<file path="src/pkg/rcsi_pkg.sv">
package rcsi_pkg;

  // ----------------------------------------
  // sizes
  // ----------------------------------------
  localparam int DATA_W = 8;
  localparam int CARD_SLOTS = 6;
  localparam int APB_AW = 8;

  // ----------------------------------------
  // register byte offsets
  // ----------------------------------------
  localparam logic [APB_AW-1:0] OFS_TX_DATA = 8'h00;
  localparam logic [APB_AW-1:0] OFS_RX_DATA = 8'h04;
  localparam logic [APB_AW-1:0] OFS_CTRL = 8'h08;
  localparam logic [APB_AW-1:0] OFS_STATUS = 8'h0c;
  localparam logic [APB_AW-1:0] OFS_ADDR_CLEAR = 8'h10;

  // ----------------------------------------
  // field positions and reset values
  // ----------------------------------------
  localparam int CTRL_SEL_LSB = 0;
  localparam int CTRL_ADV_BIT = 8;
  localparam int CTRL_LATCH_BIT = 9;
  localparam int STAT_BUSY_BIT = 0;
  localparam int STAT_DECODE_BIT = 1;
  localparam int STAT_FLAG_BIT = 2;
  localparam int CLEAR_GO_BIT = 0;
  localparam logic [CARD_SLOTS-1:0] SEL_N_RESET = 6'h3f;
  localparam logic ADV_N_RESET = 1'h1;
  localparam logic LATCH_RESET = 1'h0;
  localparam logic [DATA_W-1:0] COUNT_PRESET = 8'hff;

  // ----------------------------------------
  // timing
  // ----------------------------------------
  localparam int CLK_PERIOD_NS = 10;
  localparam int ECLK_PERIOD_NS = 559;
  localparam logic [4:0] ECLK_HALF_CYC = 5'(ECLK_PERIOD_NS / 2 / CLK_PERIOD_NS);
  localparam int CLR_PULSE_NS = 1000;
  localparam logic [6:0] CLR_PULSE_CYC = 7'((CLR_PULSE_NS + CLK_PERIOD_NS - 1) / CLK_PERIOD_NS);

  // ----------------------------------------
  // types
  // ----------------------------------------
  typedef enum logic [1:0] {
    BST_IDLE = 2'h0,
    BST_ARMED = 2'h1,
    BST_RUN = 2'h3
  } rcsi_burst_e;

  typedef struct packed {
    logic [APB_AW-1:0] paddr;
    logic psel;
    logic penable;
    logic pwrite;
    logic [31:0] pwdata;
  } rcsi_apb_req_s;

  typedef struct packed {
    logic [31:0] prdata;
    logic pready;
    logic pslverr;
  } rcsi_apb_rsp_s;

  typedef struct packed {
    logic card_clk;
    logic relay_serial_out;
    logic [CARD_SLOTS-1:0] card_select_n;
    logic ident_addr_clear;
    logic ident_addr_advance_n;
    logic latch;
  } rcsi_card_s;

  typedef struct packed {
    rcsi_burst_e bst;
    logic [4:0] div_cnt;
    logic eph;
    logic card_clk;
    logic [1:0] id_sync;
    logic [DATA_W-1:0] tx_last;
    logic [CARD_SLOTS-1:0] sel_n;
    logic adv_n;
    logic latch;
    logic [6:0] clr_cnt;
    logic [31:0] prdata;
    logic err;
  } rcsi_state_s;

endpackage

</file>
<file path="src/design/rcsi_shift8.sv">
`timescale 1ns/1ns
`default_nettype none

module rcsi_shift8 #(
  parameter int W = 8
) (
  input wire logic clock_in,
  input wire logic srst_in,
  input wire logic load_in,
  input wire logic [W-1:0] load_val_in,
  input wire logic shift_in,
  input wire logic ser_in,
  output logic [W-1:0] q_out
);

  typedef struct packed {
    logic [W-1:0] q;
  } rcsi_shift_s;

  rcsi_shift_s state_reg;
  rcsi_shift_s state_next;

  // ----------------------------------------
  // load has priority over shift, msb first
  // ----------------------------------------
  always_comb begin
    state_next = state_reg;
    if (load_in) begin
      state_next.q = load_val_in;
    end else if (shift_in) begin
      state_next.q = {state_reg.q[W-2:0], ser_in};
    end
  end

  always_ff @(posedge clock_in) begin
    if (srst_in) begin
      state_reg <= '0;
    end else begin
      state_reg <= state_next;
    end
  end

  assign q_out = state_reg.q;

endmodule

`default_nettype wire

</file>
<file path="src/design/rcsi_top.sv">
// Summary of operation
// - A data byte write loads the transmit register and presets the burst counter to ones.
// - After the write, the write decode and counter flag gate the phase clock out.
// - The counter counts eight card clocks, then its flag drops and stops the clock.
// - Transmit bits shift on the card clock falling edge, starting after the first cycle.
// - Each card memory holds model, settling time and relay position table.
// - Card select is held low by software for the whole identification read.
// - Address clear is pulsed high once per identification read, zeroing the card counter.
// - Advance line low increments the card address and loads the card converter.
// - The first location read is one, because advance follows the clear.
// - Each relay byte burst also shifts one identification byte back in.
// - Advance and burst repeat once per byte until all locations are read.
// - Returning identification bits are assembled into a byte readable by software.
// - Identification reads at power-up and relay writes later share the card lines.
// - After shifting all cards, the latch pulse moves data to driver outputs.
// - The latch starts low from reset and is pulsed only when software asks.
//
// Implementation choices: the register offsets and the APB interface to the registers.
`timescale 1ns/1ns
`default_nettype none

module rcsi_top (
  input wire logic clock_in,
  input wire logic srst_in,
  input wire rcsi_pkg::rcsi_apb_req_s apb_in,
  output rcsi_pkg::rcsi_apb_rsp_s apb_out,
  input wire logic ident_serial_in,
  output rcsi_pkg::rcsi_card_s card_out
);
  import rcsi_pkg::*;

  rcsi_state_s state_reg;
  rcsi_state_s state_next;

  logic [DATA_W-1:0] tx_q;
  logic [DATA_W-1:0] cnt_q;
  logic [DATA_W-1:0] rx_q;
  logic burst_count_flag;
  logic relay_write_decode;
  logic tick;
  logic rise_ev;
  logic fall_ev;
  logic setup_ph;
  logic access_ph;
  logic wr_acc;
  logic wr_tx_ok;
  logic [31:0] rd_mux;
  logic rd_err;

  // ----------------------------------------
  // bus phase clock and burst gating
  // ----------------------------------------
  assign burst_count_flag = cnt_q[DATA_W-1];
  assign relay_write_decode = (state_reg.bst != BST_IDLE);
  assign tick = (state_reg.div_cnt == ECLK_HALF_CYC - 5'h1);
  // gate opens only on a whole high phase, so no runt edge reaches the cards
  assign rise_ev = tick && !state_reg.eph && relay_write_decode && burst_count_flag;
  assign fall_ev = tick && state_reg.eph && state_reg.card_clk;

  // ----------------------------------------
  // apb decode
  // ----------------------------------------
  assign setup_ph = apb_in.psel && !apb_in.penable;
  assign access_ph = apb_in.psel && apb_in.penable;
  assign wr_acc = access_ph && apb_in.pwrite && !state_reg.err;
  assign wr_tx_ok = wr_acc && (apb_in.paddr == OFS_TX_DATA);

  always_comb begin
    rd_mux = '0;
    rd_err = 1'b0;
    unique case (apb_in.paddr)
      OFS_TX_DATA: begin
        rd_mux[DATA_W-1:0] = state_reg.tx_last;
        rd_err = apb_in.pwrite && relay_write_decode;
      end
      OFS_RX_DATA: begin
        rd_mux[DATA_W-1:0] = rx_q;
      end
      OFS_CTRL: begin
        rd_mux[CTRL_SEL_LSB +: CARD_SLOTS] = state_reg.sel_n;
        rd_mux[CTRL_ADV_BIT] = state_reg.adv_n;
        rd_mux[CTRL_LATCH_BIT] = state_reg.latch;
      end
      OFS_STATUS: begin
        rd_mux[STAT_BUSY_BIT] = relay_write_decode;
        rd_mux[STAT_DECODE_BIT] = relay_write_decode;
        rd_mux[STAT_FLAG_BIT] = burst_count_flag;
      end
      OFS_ADDR_CLEAR: begin
        rd_mux = '0;
      end
      default: begin
        rd_err = 1'b1;
      end
    endcase
  end

  // ----------------------------------------
  // next state
  // ----------------------------------------
  always_comb begin
    state_next = state_reg;
    state_next.id_sync = {state_reg.id_sync[0], ident_serial_in};
    if (tick) begin
      state_next.div_cnt = '0;
      state_next.eph = !state_reg.eph;
    end else begin
      state_next.div_cnt = state_reg.div_cnt + 5'h1;
    end
    if (rise_ev) begin
      state_next.card_clk = 1'b1;
    end else if (fall_ev) begin
      state_next.card_clk = 1'b0;
    end
    unique case (state_reg.bst)
      BST_IDLE: begin
        if (wr_tx_ok) begin
          state_next.bst = BST_ARMED;
        end
      end
      BST_ARMED: begin
        if (rise_ev) begin
          state_next.bst = BST_RUN;
        end
      end
      BST_RUN: begin
        if (!burst_count_flag) begin
          state_next.bst = BST_IDLE;
        end
      end
      default: begin
        state_next.bst = BST_IDLE;
      end
    endcase
    if (setup_ph) begin
      state_next.prdata = rd_mux;
      state_next.err = rd_err;
    end
    if (wr_tx_ok) begin
      state_next.tx_last = apb_in.pwdata[DATA_W-1:0];
    end
    if (wr_acc && apb_in.paddr == OFS_CTRL) begin
      state_next.sel_n = apb_in.pwdata[CTRL_SEL_LSB +: CARD_SLOTS];
      state_next.adv_n = apb_in.pwdata[CTRL_ADV_BIT];
      state_next.latch = apb_in.pwdata[CTRL_LATCH_BIT];
    end
    if (wr_acc && apb_in.paddr == OFS_ADDR_CLEAR && apb_in.pwdata[CLEAR_GO_BIT]) begin
      state_next.clr_cnt = CLR_PULSE_CYC;
    end else if (state_reg.clr_cnt != 7'h0) begin
      state_next.clr_cnt = state_reg.clr_cnt - 7'h1;
    end
  end

  always_ff @(posedge clock_in) begin
    if (srst_in) begin
      state_reg <= '0;
      state_reg.bst <= BST_IDLE;
      state_reg.sel_n <= SEL_N_RESET;
      state_reg.adv_n <= ADV_N_RESET;
      state_reg.latch <= LATCH_RESET;
    end else begin
      state_reg <= state_next;
    end
  end

  // ----------------------------------------
  // shift registers
  // ----------------------------------------
  rcsi_shift8 #(.W(DATA_W)) u_tx (
    .clock_in(clock_in),
    .srst_in(srst_in),
    .load_in(wr_tx_ok),
    .load_val_in(apb_in.pwdata[DATA_W-1:0]),
    .shift_in(fall_ev),
    .ser_in(1'b0),
    .q_out(tx_q)
  );

  rcsi_shift8 #(.W(DATA_W)) u_count (
    .clock_in(clock_in),
    .srst_in(srst_in),
    .load_in(wr_tx_ok),
    .load_val_in(COUNT_PRESET),
    .shift_in(fall_ev),
    .ser_in(1'b0),
    .q_out(cnt_q)
  );

  rcsi_shift8 #(.W(DATA_W)) u_rx (
    .clock_in(clock_in),
    .srst_in(srst_in),
    .load_in(1'b0),
    .load_val_in('0),
    .shift_in(rise_ev),
    .ser_in(state_reg.id_sync[1]),
    .q_out(rx_q)
  );

  // ----------------------------------------
  // outputs
  // ----------------------------------------
  assign apb_out.prdata = state_reg.prdata;
  assign apb_out.pready = access_ph;
  assign apb_out.pslverr = access_ph && state_reg.err;
  assign card_out.card_clk = state_reg.card_clk;
  assign card_out.relay_serial_out = tx_q[DATA_W-1];
  assign card_out.card_select_n = state_reg.sel_n;
  assign card_out.ident_addr_clear = (state_reg.clr_cnt != 7'h0);
  assign card_out.ident_addr_advance_n = state_reg.adv_n;
  assign card_out.latch = state_reg.latch;

  // ----------------------------------------
  // checks
  // ----------------------------------------
  logic [3:0] rise_cnt_reg;
  logic [3:0] rise_cnt_next;

  always_comb begin
    rise_cnt_next = rise_cnt_reg;
    if (wr_tx_ok) begin
      rise_cnt_next = 4'h0;
    end else if (rise_ev) begin
      rise_cnt_next = rise_cnt_reg + 4'h1;
    end
  end

  always_ff @(posedge clock_in) begin
    if (srst_in) begin
      rise_cnt_reg <= 4'h0;
    end else begin
      rise_cnt_reg <= rise_cnt_next;
    end
  end
endmodule

`default_nettype wire

</file>
<file path="config.mk">
export PLATFORM = sky130hd
export DESIGN_NAME = rcsi_top
export DESIGN_NICKNAME = d
export VERILOG_FILES = /design/src/pkg/rcsi_pkg.sv /design/src/design/rcsi_shift8.sv /design/src/design/rcsi_top.sv
export SDC_FILE = /design/constraint.sdc
export NUM_CORES = 1
export LEC_CHECK = 0
export BUFFER_PORTS_ARGS = -buffer_cell sky130_fd_sc_hd__buf_4
export CAP_MARGIN = 20
export CELL_PAD_IN_SITES_DETAIL_PLACEMENT = 0
export CELL_PAD_IN_SITES_GLOBAL_PLACEMENT = 1
export CORE_ASPECT_RATIO = 1.4
export CORE_MARGIN = 3
export CORE_UTILIZATION = 38
export CTS_CLUSTER_SIZE = 10
export DETAILED_ROUTE_END_ITERATION = 10
export GPL_TIMING_DRIVEN = 0
export PLACE_DENSITY_LB_ADDON = 0.08
export SETUP_SLACK_MARGIN = 0.4
export SYNTH_ARGS = -nofsm -noshare
export SYNTH_HDL_FRONTEND = slang
export SYNTH_SLANG_ARGS = --single-unit
</file>
<file path="constraint.sdc">
create_clock -name clock_in -period 1.9 [get_ports clock_in]
set_input_delay 0.38 -clock clock_in [delete_from_list [all_inputs] [get_ports clock_in]]
set_output_delay 0.38 -clock clock_in [all_outputs]
set_load 0.01 [all_outputs]
</file>
==> impl_results.md <==
* Final WS setup at ~0.24 ns
* Core region area at between 8000 and 9000 um^2
* Max Clock Freq at 602 MHz
* Die Y at 116 um
* Most frequent cells in the layout: 99 x buf_4, 64 x dfxtp_1, 48 x nand2_1
* Post-route total power at approximately 4.1 mW
* Root Driver: clkbuf_16
* Detail Route Antenna Nets at 0
* Status: completed
* Startpoint Class: register
* Max stage delay on crit path at about 0.36 ns
* Vias in the first global route at 2749
* Switch share at 0.253
* Drt first pass iters at 4
* Avg WL per Cell at around 15 um
* Die width at 84.7 um
* First-iteration detailed-routing DRC count at approximately 150
* Sw power at roughly 1.0 mW
* Commonest non-fill, non-tap cell in the layout: buf_4
* # rows at 39
* GRT met3 Usage at 0.0374
* Main synth FF type: dfxtp_1
* Post-CTS Hold Fix Bufs at 0
* Clock power frac at 0.441
* Leakage dissipation at between 1.5 and 2 nW
* Setup crit end kind: output pin
* Post-route setup TNS at 0 ns
* GR peak layer: met2
* R2r startpoint: state_reg[33]
* Ports at between 90 and 100
* Antenna violations before repair at 0
* Library cells used by synthesis at between 40 and 50
* Peak VDD IR at between 0.5 and 0.6 mV
* First-pass GRT wire length at about 14000 um
* Ys Warns at 0
* Final min period at 1.66 ns
* CP max stage cell: dfxtp_4
* Skew-Pair Late Insertion Delay at around 0.33 ns
* Combinational Power Share at 0.171
* Setup violators final at 0
* Crit path from: state_reg[37]
* CP cell instances: nor4_4, nand3b_4, buf_6
* Clk sinks at 69
* Sequential-to-total area share from yosys stat at 0.419
* Rel. slew slack at 0.610
* I/O Buffers at 45
* Max Cap Violations at 0
* Post-Route WL at roughly 8500 um
* Final Max Tran Viols at 0
* Setup CP Type: reg -> out
* Worst EP required at between 1.5 and 2 ns
* Critical path peak fanout at 3
* Pre-CTS setup slack at roughly 0.0021 ns
* Seq pwr share at 0.388
* Flop2flop setup slack at about 0.36 ns
* Mean Syn Cell Area at approximately 8.6 um^2
* Max reg flops at 25
* Hold Path Class: in -> reg
* Worst Tran Pin Value at ~0.59 ns
* Worst path arrival time at approximately 1.3 ns
* P&R area growth vs syn at 39.5%
* H-tree levels at 3
* Fraction of registers with async set/reset at 0
* WP buf/inv at 1
* Tcrit/Tclk final at 0.875
* CTS tree: built
* Met2 usage at 0.322
* Post-synth top area cell: dfxtp_1
* CTS max path bufs at 2
* Met1 Use GR at 0.199
* Crit path max-delay family: simple AND/OR/NAND/NOR gates
* Setup repair after global routing missed its margin: true
* DR vias at ~2800
* Via/cell ratio at 4.83
* Post-synth top area share at 0.419
* Internal power at 3.07 mW
* Synth top area cells: dfxtp_1 42%, buf_4 11%, nand2_1 6.8%, nor2_1 4.4%, nand3_1 3.2%
* Clock skew at between 0.005 and 0.006 ns
* Clock slew at reported path FFs at around 0.06 ns
* Final #Nets at approximately 530
* Final Hold Viols at 0
* GPL Wtd Cong at just over 0.8
* Hold_sp: ident_serial_in
* HPWL after DPL at ~6000 um
* TritonCTS Buffers at 9
* Largest net degree at the start of global routing at 13
* Synthesized area at about 3300 um^2
* Gate Count Post-Synth at roughly 380
* Share of cells above drive strength 1 at 0.371
* DIE AREA at between 9000 and 10000 um^2
* Post-synth EDFFs at 0
* Ant diodes at 0
* Gr usage total at 0.179
* Power density cells at just under 900 nW/um^2
* Starting Density at 0.397
* Flops & latches, synth at slightly below 70
* Grt total ovfl at 0
* DRC viols at 0
[power by group through the flow]
| stage | clock, mW | sequential [mW] | combinational, mW |
|---|---|---|---|
| after floorplan | 0 | 1.59 | 0.418 |
| after global placement | 0 | 1.61 | 0.563 |
| after detailed placement | 0 | 1.61 | 0.570 |
| after CTS | 1.85 | 1.59 | 0.643 |
| after global routing | 1.91 | 1.60 | 0.777 |
| final | 1.81 | 1.59 | 0.705 |
[cells in the mapped netlist (4+ instances only)]
| library cell | instances |
|---|---|
| and2_1 | 4 |
| a311oi_1 | 7 |
| nand2_1 | 60 |
| xor2_1 | 4 |
| nor3_1 | 6 |
| buf_4 | 47 |
| nand3_1 | 21 |
| buf_2 | 7 |
| dfxtp_1 | 69 |
| and3_1 | 4 |
| clkbuf_1 | 10 |
| nor2_1 | 39 |
| nor2b_1 | 5 |
| a31oi_1 | 11 |
| a21oi_1 | 19 |
| ha_1 | 4 |
| nand2b_1 | 4 |
| mux2i_1 | 9 |
| nand3b_1 | 8 |
[logic make-up after synthesis]
| group | share of synthesized area |
|---|---|
| simple gates | 0.258 |
| flops | 0.419 |
| buf+inv | 0.139 |
| compound gates | 0.118 |
| mux | 0.0307 |
| xor+xnor | 0.0186 |
| fa+ha+maj | 0.0152 |
| other cells | 0.00114 |
[per-layer routing]
metal  part of all wire  up-vias
li1                   -     1452
met1               0.41     1306
met2               0.52       49
met3              0.041       17
met4              0.025        0
met5                  0        -
[through the flow]
step | util | std cells | hold slack, ns | cell area (um^2)
final | 0.554 | 585 | 0.258 | 4600
after global routing | 0.554 | 585 | 0.254 | 4600
after CTS | 0.526 | 578 | 0.252 | 4360
after detailed placement | 0.467 | 552 | 0.435 | 3880
after global placement | 0.467 | 552 | 0.419 | 3880
after floorplan | - | 405 | 0.414 | 3410
[worst paths after layout]
path	end	depth (start not counted)
hold / removal	state_next[57]	2
hold reg to reg	state_reg[57]	1
setup reg to reg	state_reg[38]	6
setup / recovery	card_out[2]	3
[worst register-to-register path: stages, from the launching register on]
cell	delay (ns)
dfxtp_2	0.35
inv_1	0.06
ha_2	0.20
nand3b_4	0.09
buf_4	0.16
or3b_2	0.44
a31oi_1	0.17
[area by class of cell]
cell class	count	area [um^2]
fillers	816	3700
plain buffers	66	487
flip-flops and latches	69	1390
inverters	3	11.3
clock buffers	10	239
multi-input cells	267	1730
repair buffers	62	527
clock inverters	6	86.3
well taps	102	128
[timing repair]
item                                    4_1_cts  5_1_grt
setup buffers                                 9        6
endpoints found under the setup margin       37       54
resized for setup                            20       42
gates cloned                                  1        1
pin swaps                                     5       28
Power figures use the tool's default switching activity.
